<file path="src/uep_regs.svh">
// Register offsets, field positions, FIFO map and timing for the endpoint block
// Notes on behaviour
// - Config bit7 sets FIFO size, bit6 addressing
// - Small FIFOs 0xD8..0xF8, endpoint zero at 0xF8
// - Large layout: 8-byte 0xA8..0xB8, 32-byte 0xC0/0xE0
// - Each engine FIFO byte stalls CPU three cycles
// - Endpoint zero flags both IN and OUT
// - Endpoint mode registers reset to zero
// - Configs [0,0]/[1,0] use control layout for both
// - Mode field bits 3..0 choose bus response
// - ACK-completed transaction sets bit 4
// - OUT token sets bit 5; firmware clears it
// - IN token sets bit 6; firmware clears it
// - Only engine sets SETUP; CPU write clears it
// - SETUP forced from data packet until ACK
// - Firmware reads before clearing SETUP, never while forced
// - Engine update locks bits 6..0 until CPU read
// - Lock applies only to endpoint-zero registers
// - Firmware reads back every endpoint-zero write
// - SETUP set blocks CPU writes to endpoint-zero FIFOs
// - Five-endpoint mode makes 0x42 non-control endpoint three
// - Mode 0000 ignores all; 0001 accepts SETUP, NAKs
`ifndef UEP_REGS_SVH
`define UEP_REGS_SVH

// ==================================================
// CPU port map (bit 8 selects data RAM)
`define UEP_ADDR_SC 9'h01f
`define UEP_ADDR_ADDR_A_ENDPOINT_ZERO_MODE 9'h012
`define UEP_ADDR_ADDR_B_ENDPOINT_ZERO_MODE 9'h042
`define UEP_ADDR_RAM_BIT 8

// ==================================================
// Field positions and reset values
`define UEP_SC_SIZE_BIT 7
`define UEP_SC_ADDR_MODE_BIT 6
`define UEP_MB_SETUP 7
`define UEP_MB_IN 6
`define UEP_MB_OUT 5
`define UEP_MB_ACK 4
`define UEP_MODE_RST 8'h00
`define UEP_SC_RST 2'h0

// ==================================================
// Mode field encodings
`define UEP_MODE_DISABLE 4'h0
`define UEP_MODE_NAK_IO 4'h1
`define UEP_MODE_STATUS_OUT 4'h2
`define UEP_MODE_STALL_IO 4'h3

// ==================================================
// FIFO placement, size bit clear
`define UEP_FB0_EP0 8'hf8
`define UEP_FB0_EP1 8'hf0
`define UEP_FB0_EP2 8'he8
`define UEP_FB0_EP3 8'he0
`define UEP_FB0_EP4 8'hd8
// FIFO placement, size bit set
`define UEP_FB1_EP0 8'hb8
`define UEP_FB1_EP1 8'hc0
`define UEP_FB1_EP2 8'he0
`define UEP_FB1_EP3 8'ha8
`define UEP_FB1_EP4 8'hb0
`define UEP_FIFO_SMALL 6'h08
`define UEP_FIFO_LARGE 6'h20

// ==================================================
// Timing
`define UEP_STALL_CYCLES 2'h3

`endif

</file>
<file path="src/uep_pkg.sv">
// Types shared by both ends of the endpoint block
package uep_pkg;
    typedef enum logic [1:0] {TOK_SETUP, TOK_IN, TOK_OUT, TOK_NONE} uep_token_t;
    typedef enum logic [1:0] {RESP_IGNORE, RESP_ACCEPT, RESP_NAK, RESP_STALL} uep_resp_t;
endpackage : uep_pkg

</file>
<file path="src/uep_cpu_if.sv">
// CPU port between firmware master and endpoint register block
`timescale 1ns/100ps
`default_nettype none
interface uep_cpu_if;
    logic [8:0] addr;
    logic [7:0] wdata;
    logic wr;
    logic rd;
    logic [7:0] rdata;
    logic stall;
    logic setup_hold;
    modport dev (input addr, input wdata, input wr, input rd,
                 output rdata, output stall, output setup_hold);
    modport cpu (output addr, output wdata, output wr, output rd,
                 input rdata, input stall, input setup_hold);
endinterface : uep_cpu_if
`default_nettype wire

</file>
<file path="src/uep_dev_end.sv">
// Endpoint configuration, endpoint-zero mode registers and FIFO RAM
//
// The strobed register port was decided locally.
`timescale 1ns/100ps
`default_nettype none
`include "uep_regs.svh"
module uep_dev_end (
    input wire logic I_CLK_SYS,
    input wire logic I_RST,
    input wire logic I_CE,
    uep_cpu_if.dev CPU,
    input wire logic I_TOK_DONE,
    input wire uep_pkg::uep_token_t I_TOK,
    input wire logic I_TOK_ADDR_B,
    input wire logic I_SETUP_DATA,
    input wire logic I_ACK_START,
    input wire logic I_UPDATE,
    input wire logic I_UPD_ACKED,
    input wire logic I_UPD_MODE_WE,
    input wire logic [3:0] I_UPD_MODE,
    input wire logic I_BYTE_VALID,
    input wire logic [2:0] I_BYTE_EP,
    input wire logic [4:0] I_BYTE_IDX,
    input wire logic [7:0] I_BYTE_DATA,
    output logic O_BYTE_READY,
    output logic O_CFG_SIZE,
    output logic O_CFG_ADDR_MODE,
    output uep_pkg::uep_resp_t O_RESP,
    output logic [7:0] O_ADDR_A_ENDPOINT_ZERO_MODE,
    output logic [7:0] O_ADDR_B_ENDPOINT_ZERO_MODE
);
    import uep_pkg::*;

    // ==================================================
    // Helpers
    function automatic logic [7:0] fifo_base(input logic size, input logic [2:0] ep);
        logic [7:0] b;
        case (ep)
            3'h0: b = size ? `UEP_FB1_EP0 : `UEP_FB0_EP0;
            3'h1: b = size ? `UEP_FB1_EP1 : `UEP_FB0_EP1;
            3'h2: b = size ? `UEP_FB1_EP2 : `UEP_FB0_EP2;
            3'h3: b = size ? `UEP_FB1_EP3 : `UEP_FB0_EP3;
            default: b = size ? `UEP_FB1_EP4 : `UEP_FB0_EP4;
        endcase
        return b;
    endfunction : fifo_base

    function automatic logic [5:0] fifo_len(input logic size, input logic [2:0] ep);
        return (size && (ep == 3'h1 || ep == 3'h2)) ? `UEP_FIFO_LARGE : `UEP_FIFO_SMALL;
    endfunction : fifo_len

    function automatic logic in_fifo(input logic [7:0] a, input logic [7:0] base,
                                     input logic [5:0] len);
        logic [7:0] d;
        d = a - base;
        return d < {2'b00, len};
    endfunction : in_fifo

    function automatic uep_resp_t resp_of(input logic [3:0] mode, input uep_token_t tok);
        uep_resp_t r;
        if (tok == TOK_NONE) begin
            r = RESP_IGNORE;
        end else begin
            case (mode)
                `UEP_MODE_DISABLE: r = RESP_IGNORE;
                `UEP_MODE_NAK_IO: r = (tok == TOK_SETUP) ? RESP_ACCEPT : RESP_NAK;
                `UEP_MODE_STATUS_OUT: r = (tok == TOK_IN) ? RESP_STALL : RESP_ACCEPT;
                `UEP_MODE_STALL_IO: r = (tok == TOK_SETUP) ? RESP_ACCEPT : RESP_STALL;
                default: r = RESP_ACCEPT;
            endcase
        end
        return r;
    endfunction : resp_of

    // ==================================================
    // State
    logic [1:0] sc_r; // {size, addressing}
    logic [7:0] mode_r [2];
    logic [1:0] lock_r;
    logic [1:0] force_r;
    logic [1:0] force_nxt;
    logic [7:0] mode_nxt [2];
    logic [1:0] lock_nxt;
    logic [7:0] rdata_r;
    logic stall_r;
    logic hold_r;
    logic byte_rdy_r;
    logic [1:0] cnt_r;
    logic [7:0] pb_addr_r;
    logic [7:0] pb_data_r;
    uep_resp_t resp_r;
    logic [7:0] ram [256];

    // ==================================================
    // Decode
    wire cfg_size = sc_r[1];
    wire cfg_five = sc_r[0];
    wire [7:0] a8 = CPU.addr[7:0];
    wire is_ram = CPU.addr[`UEP_ADDR_RAM_BIT];
    wire wr_sc = CPU.wr && CPU.addr == `UEP_ADDR_SC;
    wire [1:0] wr_mode = {CPU.wr && CPU.addr == `UEP_ADDR_ADDR_B_ENDPOINT_ZERO_MODE,
                          CPU.wr && CPU.addr == `UEP_ADDR_ADDR_A_ENDPOINT_ZERO_MODE};
    wire [1:0] rd_mode = {CPU.rd && CPU.addr == `UEP_ADDR_ADDR_B_ENDPOINT_ZERO_MODE,
                          CPU.rd && CPU.addr == `UEP_ADDR_ADDR_A_ENDPOINT_ZERO_MODE};
    wire setup_a = mode_r[0][`UEP_MB_SETUP];
    wire setup_b = !cfg_five && mode_r[1][`UEP_MB_SETUP];
    wire prot_a = setup_a && in_fifo(a8, fifo_base(cfg_size, 3'h0), `UEP_FIFO_SMALL);
    wire prot_b = setup_b && in_fifo(a8, fifo_base(cfg_size, 3'h3), `UEP_FIFO_SMALL);
    wire ram_wr_ok = CPU.wr && is_ram && !prot_a && !prot_b;
    wire [5:0] blen = fifo_len(cfg_size, I_BYTE_EP);
    wire [4:0] bmask = 5'(blen - 6'h01);
    wire [7:0] baddr = fifo_base(cfg_size, I_BYTE_EP) + {3'b000, I_BYTE_IDX & bmask};
    wire byte_take = I_BYTE_VALID && byte_rdy_r && cnt_r == 2'h0;
    wire eng_wr = cnt_r == 2'h1; // Last stall cycle, CPU is idle by then
    wire [1:0] cnt_nxt = byte_take ? `UEP_STALL_CYCLES : (cnt_r != 2'h0 ? cnt_r - 2'h1 : 2'h0);
    wire [7:0] rd_nxt = is_ram ? ram[a8] :
                        CPU.addr == `UEP_ADDR_SC ? {sc_r, 6'h00} :
                        rd_mode[0] ? mode_r[0] :
                        rd_mode[1] ? mode_r[1] : 8'h00;

    // ==================================================
    // Endpoint-zero mode registers (index 0 address A, index 1 address B)
    genvar gi;
    generate
        for (gi = 0; gi < 2; gi++) begin : g_ep0
            wire ctl = (gi == 0) || !cfg_five;
            wire hit = I_TOK_ADDR_B == 1'(gi);
            wire tok_ev = I_TOK_DONE && hit && ctl;
            wire upd_ev = I_UPDATE && hit;
            wire eng_ev = tok_ev || (upd_ev && ctl);
            wire set_setup = (tok_ev && I_TOK == TOK_SETUP) || (I_SETUP_DATA && hit && ctl);
            wire cpu_lo_ok = wr_mode[gi] && (!ctl || (!lock_r[gi] && !eng_ev));
            wire [6:0] lo = cpu_lo_ok ? CPU.wdata[6:0] : mode_r[gi][6:0];
            wire b7 = ctl ? (set_setup || force_r[gi] || (mode_r[gi][7] && !wr_mode[gi]))
                          : (wr_mode[gi] ? CPU.wdata[7] : mode_r[gi][7]);
            wire b6 = tok_ev ? I_TOK == TOK_IN : lo[6];
            wire b5 = tok_ev ? I_TOK == TOK_OUT : lo[5];
            wire b4 = (upd_ev && I_UPD_ACKED) || lo[4];
            wire setup_nak = tok_ev && I_TOK == TOK_SETUP && mode_r[gi][3:0] != `UEP_MODE_DISABLE;
            wire [3:0] md = (upd_ev && I_UPD_MODE_WE) ? I_UPD_MODE :
                            setup_nak ? `UEP_MODE_NAK_IO : lo[3:0];
            assign mode_nxt[gi] = {b7, b6, b5, b4, md};
            assign lock_nxt[gi] = ctl && (eng_ev || (lock_r[gi] && !rd_mode[gi]));
            assign force_nxt[gi] = ctl && ((I_SETUP_DATA && hit) ||
                                           (force_r[gi] && !(I_ACK_START && hit)));

            always_ff @(posedge I_CLK_SYS or posedge I_RST) begin
                if (I_RST) begin
                    mode_r[gi] <= `UEP_MODE_RST;
                    lock_r[gi] <= 1'b0;
                    force_r[gi] <= 1'b0;
                end else if (I_CE) begin
                    mode_r[gi] <= mode_nxt[gi];
                    lock_r[gi] <= lock_nxt[gi];
                    force_r[gi] <= force_nxt[gi];
                end
            end
        end
    endgenerate

    // ==================================================
    // Configuration, read data, engine byte path
    always_ff @(posedge I_CLK_SYS or posedge I_RST) begin
        if (I_RST) begin
            sc_r <= `UEP_SC_RST;
            rdata_r <= 8'h00;
            stall_r <= 1'b0;
            hold_r <= 1'b0;
            byte_rdy_r <= 1'b0;
            cnt_r <= 2'h0;
            pb_addr_r <= 8'h00;
            pb_data_r <= 8'h00;
            resp_r <= RESP_IGNORE;
        end else if (I_CE) begin
            if (wr_sc) begin
                sc_r <= CPU.wdata[`UEP_SC_SIZE_BIT:`UEP_SC_ADDR_MODE_BIT];
            end
            rdata_r <= CPU.rd ? rd_nxt : 8'h00;
            cnt_r <= cnt_nxt;
            stall_r <= cnt_nxt != 2'h0;
            byte_rdy_r <= cnt_nxt == 2'h0;
            hold_r <= |force_nxt;
            if (byte_take) begin
                pb_addr_r <= baddr;
                pb_data_r <= I_BYTE_DATA;
            end
            resp_r <= resp_of(I_TOK_ADDR_B ? mode_r[1][3:0] : mode_r[0][3:0], I_TOK);
        end
    end

    // FIFO RAM, engine write has priority
    always_ff @(posedge I_CLK_SYS) begin
        if (I_CE) begin
            if (eng_wr) begin
                ram[pb_addr_r] <= pb_data_r;
            end else if (ram_wr_ok) begin
                ram[a8] <= CPU.wdata;
            end
        end
    end

    assign CPU.rdata = rdata_r;
    assign CPU.stall = stall_r;
    assign CPU.setup_hold = hold_r;
    assign O_BYTE_READY = byte_rdy_r;
    assign O_CFG_SIZE = sc_r[1];
    assign O_CFG_ADDR_MODE = sc_r[0];
    assign O_RESP = resp_r;
    assign O_ADDR_A_ENDPOINT_ZERO_MODE = mode_r[0];
    assign O_ADDR_B_ENDPOINT_ZERO_MODE = mode_r[1];
endmodule : uep_dev_end
`default_nettype wire

</file>
<file path="src/flat_wrapper.sv">
// flat-port wrapper written by rule: the top's interface ports become plain ports
module uep_dev_end_flat import uep_pkg::*;
  (I_CLK_SYS, I_RST, I_CE, I_TOK_DONE, I_TOK, I_TOK_ADDR_B, I_SETUP_DATA, I_ACK_START, I_UPDATE, I_UPD_ACKED, I_UPD_MODE_WE, I_UPD_MODE, I_BYTE_VALID, I_BYTE_EP, I_BYTE_IDX, I_BYTE_DATA, O_BYTE_READY, O_CFG_SIZE, O_CFG_ADDR_MODE, O_RESP, O_ADDR_A_ENDPOINT_ZERO_MODE, O_ADDR_B_ENDPOINT_ZERO_MODE, CPU_addr, CPU_wdata, CPU_wr, CPU_rd, CPU_rdata, CPU_stall, CPU_setup_hold);
  uep_cpu_if CPU_i ();
  input wire logic I_CLK_SYS;
  input wire logic I_RST;
  input wire logic I_CE;
  input wire logic I_TOK_DONE;
  input wire uep_pkg::uep_token_t I_TOK;
  input wire logic I_TOK_ADDR_B;
  input wire logic I_SETUP_DATA;
  input wire logic I_ACK_START;
  input wire logic I_UPDATE;
  input wire logic I_UPD_ACKED;
  input wire logic I_UPD_MODE_WE;
  input wire logic [3:0] I_UPD_MODE;
  input wire logic I_BYTE_VALID;
  input wire logic [2:0] I_BYTE_EP;
  input wire logic [4:0] I_BYTE_IDX;
  input wire logic [7:0] I_BYTE_DATA;
  output logic O_BYTE_READY;
  output logic O_CFG_SIZE;
  output logic O_CFG_ADDR_MODE;
  output uep_pkg::uep_resp_t O_RESP;
  output logic [7:0] O_ADDR_A_ENDPOINT_ZERO_MODE;
  output logic [7:0] O_ADDR_B_ENDPOINT_ZERO_MODE;
  input wire logic [$bits(CPU_i.addr)-1:0] CPU_addr;
  input wire logic [$bits(CPU_i.wdata)-1:0] CPU_wdata;
  input wire logic [$bits(CPU_i.wr)-1:0] CPU_wr;
  input wire logic [$bits(CPU_i.rd)-1:0] CPU_rd;
  output wire logic [$bits(CPU_i.rdata)-1:0] CPU_rdata;
  output wire logic [$bits(CPU_i.stall)-1:0] CPU_stall;
  output wire logic [$bits(CPU_i.setup_hold)-1:0] CPU_setup_hold;
  assign CPU_i.addr = CPU_addr;
  assign CPU_i.wdata = CPU_wdata;
  assign CPU_i.wr = CPU_wr;
  assign CPU_i.rd = CPU_rd;
  assign CPU_rdata = CPU_i.rdata;
  assign CPU_stall = CPU_i.stall;
  assign CPU_setup_hold = CPU_i.setup_hold;
  uep_dev_end u_core (.I_CLK_SYS(I_CLK_SYS), .I_RST(I_RST), .I_CE(I_CE), .CPU(CPU_i), .I_TOK_DONE(I_TOK_DONE), .I_TOK(I_TOK), .I_TOK_ADDR_B(I_TOK_ADDR_B), .I_SETUP_DATA(I_SETUP_DATA), .I_ACK_START(I_ACK_START), .I_UPDATE(I_UPDATE), .I_UPD_ACKED(I_UPD_ACKED), .I_UPD_MODE_WE(I_UPD_MODE_WE), .I_UPD_MODE(I_UPD_MODE), .I_BYTE_VALID(I_BYTE_VALID), .I_BYTE_EP(I_BYTE_EP), .I_BYTE_IDX(I_BYTE_IDX), .I_BYTE_DATA(I_BYTE_DATA), .O_BYTE_READY(O_BYTE_READY), .O_CFG_SIZE(O_CFG_SIZE), .O_CFG_ADDR_MODE(O_CFG_ADDR_MODE), .O_RESP(O_RESP), .O_ADDR_A_ENDPOINT_ZERO_MODE(O_ADDR_A_ENDPOINT_ZERO_MODE), .O_ADDR_B_ENDPOINT_ZERO_MODE(O_ADDR_B_ENDPOINT_ZERO_MODE));
endmodule
</file>
<file path="config.mk">
export PLATFORM = sky130hd
export DESIGN_NAME = uep_dev_end_flat
export DESIGN_NICKNAME = d
export VERILOG_FILES = /design/src/uep_pkg.sv /design/src/uep_cpu_if.sv /design/src/uep_dev_end.sv /design/src/flat_wrapper.sv
export VERILOG_INCLUDE_DIRS = /design/src /design/src/src
export SDC_FILE = /design/constraint.sdc
export NUM_CORES = 2
export LEC_CHECK = 0
export BUFFER_PORTS_ARGS = -buffer_cell sky130_fd_sc_hd__buf_4
export CAP_MARGIN = 20
export CORE_ASPECT_RATIO = 1.1
export CORE_UTILIZATION = 55
export CTS_BUF_LIST = sky130_fd_sc_hd__clkbuf_4 sky130_fd_sc_hd__clkbuf_8
export DETAILED_ROUTE_END_ITERATION = 16
export PLACE_DENSITY = 0.79
export SLEW_MARGIN = 40
export SYNTH_ARGS = -nofsm -noshare
export SYNTH_HDL_FRONTEND = slang
export SYNTH_SLANG_ARGS = --single-unit
</file>
<file path="constraint.sdc">
create_clock -name I_CLK_SYS -period 6.1 [get_ports I_CLK_SYS]
set_input_delay 1.525 -clock I_CLK_SYS [delete_from_list [all_inputs] [get_ports I_CLK_SYS]]
set_output_delay 1.525 -clock I_CLK_SYS [all_outputs]
set_load 0.01 [all_outputs]
</file>
Yosys cells after proc, flatten, opt, wreduce, memory -nomap -nowiden
Memory sizes are Yosys's and may differ from the RTL's.
Index checks and enable logic that the tools add are counted.
Word-level totals
  register bits: 53
  bits in latches: 0
  memory bits (writable): 2048
  bits in read-only memories: 0
  logic and storage cells: 182
  memories kept: 1
Memories
  u_core.ram: words 256, width 8, read ports 1, clocked after Yosys merged registers in 0, write ports 1, line uep_dev_end.sv:92  | logic [7:0] ram [256];
Operators by class
  add/sub/neg operators: 5
  multipliers: 0
  div/mod/pow operators: 0
  order comparisons: 2
  equality and inequality tests: 14
  shifts and indexed selects: 0
  mux-type cells: 42
  bitwise operators: 2
  reductions and logical operators: 96
Operators by type and width (count)
  two-way mux 8 bit: 7
  logical AND 1 bit: 45
  two-way mux 7 bit: 5
  one-hot mux 8 bit (4 select lines): 1
  two-way mux 4 bit: 7
  equality test 9 x 5 -> 1 bit (second input constant): 2
  logical OR 1 bit: 16
  < comparator 8 x 4 -> 1 bit (second input constant): 2
  subtractor 8 bit: 2
  two-way mux 1 bit: 14
  AND reduction 2 bit: 7
  logical NOT 1 bit: 13
  two-way mux 2 bit: 6
  equality test 9 x 7 -> 1 bit (second input constant): 1
  adder 8 x 5 -> 8 bit: 1
  equality test 4 x 2 -> 1 bit (second input constant): 2
  one-hot mux 2 bit (4 select lines): 1
  nonzero test 2 bit: 4
  nonzero test 4 bit: 2
  OR reduction 8 bit: 1
  equality test 3 x 2 -> 1 bit (second input constant): 2
  logical NOT 2 bit: 3
  two-way mux 6 bit: 1
  nonzero test 3 bit: 2
  12 further kinds: 14

Depth between registers and ports, before layout
  depth after elaboration: 13
  depth in mapped cells: 17
  depth with buffers taken out: 10

Least setup slack after synthesis
No wires, ideal clock.
  kind: in2reg
  start point: input CPU_addr[3]
  end point: memory u_core.ram[0][0] (data pin)
  setup time: 556 ps
  data arrival time: 5697 ps
  required time: 5544 ps
  slack: -153 ps
  cell stages on the path: 13
  buffers on the path: 5
  path through: buf_2 inv_2 clkbuf_1 buf_1 ha_1 ha_1 inv_1 a31o_2 o311ai_1 a221o_1 buf_2 buf_2 mux2_2
Between the ends
  longest elaborated chain between the ends: 12
  elaborated cells between the ends (all ways): 16
Ends and longest elaborated chain
  start: declaration: line flat_wrapper.sv:27  | input wire logic [$bits(CPU_i.addr)-1:0] CPU_addr;
  subtractor 8 bit: line uep_dev_end.sv:55  | d = a - base;
  < comparator 8 x 4 -> 1 bit: line uep_dev_end.sv:56  | return d < {2'b00, len};
  logical AND 1 bit: line uep_dev_end.sv:107  | wire prot_a = setup_a && in_fifo(a8, fifo_base(cfg_size, 3'h0), `UEP_FIFO_SMALL);
  logical NOT 1 bit: line uep_dev_end.sv:109  | wire ram_wr_ok = CPU.wr && is_ram && !prot_a && !prot_b;
  logical AND 1 bit: line uep_dev_end.sv:109
  logical AND 1 bit *: line uep_dev_end.sv:109
  two-way mux 1 bit *: line uep_dev_end.sv:196  | end else if (ram_wr_ok) begin
  two-way mux 1 bit *: line uep_dev_end.sv:194  | if (eng_wr) begin
  two-way mux 1 bit *: line uep_dev_end.sv:193  | if (I_CE) begin
  two-way mux 1 bit (implied by the code) *: line uep_dev_end.sv:197  | ram[a8] <= CPU.wdata;
  OR reduction 8 bit (no line) *
  two-way mux 8 bit (no line) *
  end: declaration: line uep_dev_end.sv:92
Every way passes the cells marked *; elsewhere a longest branch is shown, timed or not.

Worst setup path after layout
  start point: input CPU_addr[4]
  end point: memory u_core.ram[251][6] (enable)
Between the ends
  longest elaborated chain between the ends: 12
  elaborated cells between the ends (all ways): 17
Ends and longest elaborated chain (line)
  subtractor 8 bit: uep_dev_end.sv:55
  < comparator 8 x 4 -> 1 bit: uep_dev_end.sv:56
  logical AND 1 bit: uep_dev_end.sv:107
  logical NOT 1 bit: uep_dev_end.sv:109
  logical AND 1 bit (2 in series): uep_dev_end.sv:109
  two-way mux 1 bit: uep_dev_end.sv:196
  two-way mux 1 bit: uep_dev_end.sv:194
  two-way mux 1 bit: uep_dev_end.sv:193
  two-way mux 1 bit (implied by the code): uep_dev_end.sv:197
  OR reduction 8 bit (no line)
  two-way mux 8 bit (no line) or two-way mux 1 bit (tied branches)
Parallel ways exist; a longest one is shown, timed or not.

==> run summary <==
status: completed
number of synthesized flops with an enable pin: 2048
CP top delay family: buffers and inverters
PD cells: 365 nW/um2
CP dominant cell by count: buf_4
M2 GR Usage: 46.4%
# port buffers: 82
total of max-cap violations: 0
GRT met3 Usage: 8.32%
die area: 155000 um2
Final Core Density: 63.7%
power share of the combinational group: 17.1%
clock sinks: 2101
Clk pin slew, worst setup/hold paths: 60 ps
Synth-to-Final Area Change: 15.0%
setup slack after placement: 599 ps
number of buffers created by CTS: 314
Routed Antenna Nets: 0
P_int: 25.2 mW
final WL: 235 mm
via count: 48.8k
Flop pwr share: 51.5%
first-pass GRT wire length: 335 mm
TritonCTS clock tree: done
initial core utilization: 55.4%
part of the power in the clock network: 31.4%
Bufs and invs on worst path: 6
Core Area: 152000 um2
Iteration-0 DRC Markers: 8196
R2R setup slack: 1620 ps
via density per instance: 6.89
CTS resizes: 0
RSZ-0062 raised after global routing: false
Max Clk Rate: 214 MHz
Max clock buf depth: 4
initial antenna violation count: 8
Worst setup EP type: flip-flop
largest net degree at the start of global routing: 120
vias in the first global route: 48.0k
Tcrit/Tclk final: 76.6%
layout cells sized above 1: 32.7%
Post-Syn Area: 84400 um2
DP HPWL: 145 mm
critical path's largest stage delay: 750 ps
die width: 375 um
startpoint types: primary input
filler instances: 9525
Async SR Flop Fraction: 2.52%
clock skew: 56.9 ps
Overflow after GRT: 0
worst-skew pair later-pin latency: 1050 ps
Row Count: 150
Post-CTS Hold Buffers: 0
Net Switching: 10.2 mW
worst relative slew slack: 35.6%
Min-Delay Path Class: reg2reg
# DRC: 0
peak supply drop: 0.279 mV
met1 GRT Util: 39.1%
# nets final: 4861
GR Util All Layers: 30.3%
clk root buf: clkbuf_8
GPL Wtd Cong: 0.896
setup ws final: 1430 ps
1st-pass router iterations: 6
count of cell types in the netlist: 81
Mapped Avg Cell Area: 19.8 um2
Net Sw Frac: 28.8%
GRT Max-Usage Layer: met2
Main synth FF type: edfxtp_1
Final Critical Period: 4670 ps
CP cell instances: buf_4, inv_1, ha_1, inv_1, a31oi_1, o311ai_1, a221o_4, a21boi_4, buf_4, buf_4, nor4_1, buf_4
Boundary Pins: 83
maximum level of the CTS H-tree: 5
count of state elements after synthesis: 2101
Req. time, crit path: 6870 ps
Post-Syn Nets: 4313
Final Hold Fails: 0
Setup Viol. Count Final: 0
Multi-input gate area: 20800 um2
Gate Count Post-Synth: 4254
WL/cell: 33.2 um
register area share after synthesis: 74.5%
Worst Tran Pin Value: 946 ps
register area: 62800 um2
Die Y: 413 um
fin. max-slew vios: 0
WS Path Type: in2reg
CP max stage cell: a21boi_4
Post-CTS Setup Inserts: 0
Yosys warning total: 0
peak fanout along the critical path: 30
Worst EP arrival: 5440 ps
leakage power: 31.5 nW
final timing paths:
| kind | startpoint | endpoint | cells after the start |
|---|---|---|---|
| max | CPU_addr[4] | u_core.ram[251][6]$_DFFE_PP_ | 12 |
| min | u_core.CPU.stall$_DFFE_PP0P_ | u_core.CPU.stall$_DFFE_PP0P_ | 1 |
| max reg2reg | u_core.sc_r[1]$_DFFE_PP0P_ | u_core.ram[251][6]$_DFFE_PP_ | 10 |
| min reg2reg | u_core.CPU.stall$_DFFE_PP0P_ | u_core.CPU.stall$_DFFE_PP0P_ | 1 |
| max in group asynchronous | I_RST | u_core.O_BYTE_READY$_DFFE_PP0P_ | 3 |
| min in group asynchronous | I_RST | u_core.pb_data_r[3]$_DFFE_PP0P_ | 3 |
synthesized netlist by cell type, types with 46 or more instances:
cell	n	area share (%)
a221oi_1	68	0.71
nand2_1	98	0.44
buf_2	90	0.53
nor4_1	232	1.7
nor3_1	69	0.41
dfrtp_1	53	1.6
o21ai_0	72	0.43
mux4_2	415	11
edfxtp_1	2048	73
mux2i_1	264	3.1
nor2_1	77	0.34
a21oi_1	62	0.37
clkbuf_1	112	0.50
buf_6	46	0.61
a22oi_1	92	0.82
state kept, by name, indices dropped and copies added (netlist names), 2 cells and up:
name                                flops
u_core.CPU.rdata                        8
u_core.O_ADDR_A_ENDPOINT_ZERO_MODE      8
u_core.O_ADDR_B_ENDPOINT_ZERO_MODE      8
u_core.O_RESP                           2
u_core.cnt_r                            2
u_core.force_r                          2
u_core.lock_r                           2
u_core.pb_addr_r                        8
u_core.pb_data_r                        8
u_core.ram                           2048
u_core.sc_r                             2
power by group through the flow:
stage	sequential, mW	clock (mW)	combinational (mW)
2_1_floorplan	18.7	0	2.64
3_3_place_gp	18.5	0	5.45
3_5_place_dp	18.5	0	5.83
4_1_cts	18.2	11.1	5.83
5_1_grt	18.2	11.7	6.16
6_report	18.2	11.1	6.06
logic make-up (layout without fill, tap and decap cells):
family | count (synthesis) | after routing | share of synthesized area, %
compound gates | 464 | 464 | 3.96
xor+xnor | 5 | 5 | 0.0519
fa+ha+maj | 7 | 7 | 0.113
buf+inv | 344 | 1114 | 2.42
flops | 2101 | 2101 | 74.5
mux | 729 | 729 | 15.2
other cells | 0 | 5 | 0
simple gates | 604 | 604 | 3.84
worst reg2reg max path, cell delays in order, from the launching register on:
cell and delay (ps):
dfrtp_1 490, ha_1 490, xnor2_1 160, a31oi_1 120, o311ai_1 370, a221o_4 420, a21boi_4 760, buf_4 530
buf_4 540, nor4_1 140, buf_4 220
layout make-up:
| cell class | count | share of cell area (%) |
|---|---|---|
| Clock buffer | 405 | 5.20 |
| Sequential cell | 2101 | 64.8 |
| Antenna cell | 5 | 0.0129 |
| Clock inverter | 133 | 0.902 |
| Inverter | 32 | 0.126 |
| Multi-Input combinational cell | 1809 | 21.4 |
| Tap cell | 2052 | 2.65 |
| Timing Repair Buffer | 544 | 4.91 |
metrics by stage:
step           TNS, ps  std cells  hold WS [ps]  instance area, um2  total power [mW]
5_1_grt              0       7078           508               97000              36.1
6_report             0       7081           497               97000              35.4
4_1_cts              0       7070           499               96900              35.2
3_5_place_dp         0       6532           484               90900              24.3
3_3_place_gp         0       6516           490               90500              24.0
2_1_floorplan  -312720       4254           467               84400              21.3
cells in the final DEF (no fill, tap or decap), drive strengths merged, types with 7 or more instances in the layout:
cell type  instances
a2111oi            9
a211oi            10
a21oi             62
a221o             16
a221oi            69
a22o              10
a22oi             92
a31oi             16
a32oi             10
and3              10
buf              544
bufinv            11
clkbuf           405
clkinv           113
clkinvlp           8
dfrtp             53
edfxtp          2048
inv               33
mux2              33
mux2i            269
mux4             427
nand2             99
nand2b            17
nand3             37
nand4              7
nor2              77
nor2b             23
nor3              70
nor4             232
o2111ai           10
o211ai            17
o21ai             75
o22ai             17
or3                7
per-layer routing:
metal	vias up	share of wire [%]
met4	14	6.6
met1	24440	33
met2	4400	46
met3	844	14
met5	-	0.052
li1	19064	-
Note: power is estimated with default switching activity, not from simulation.
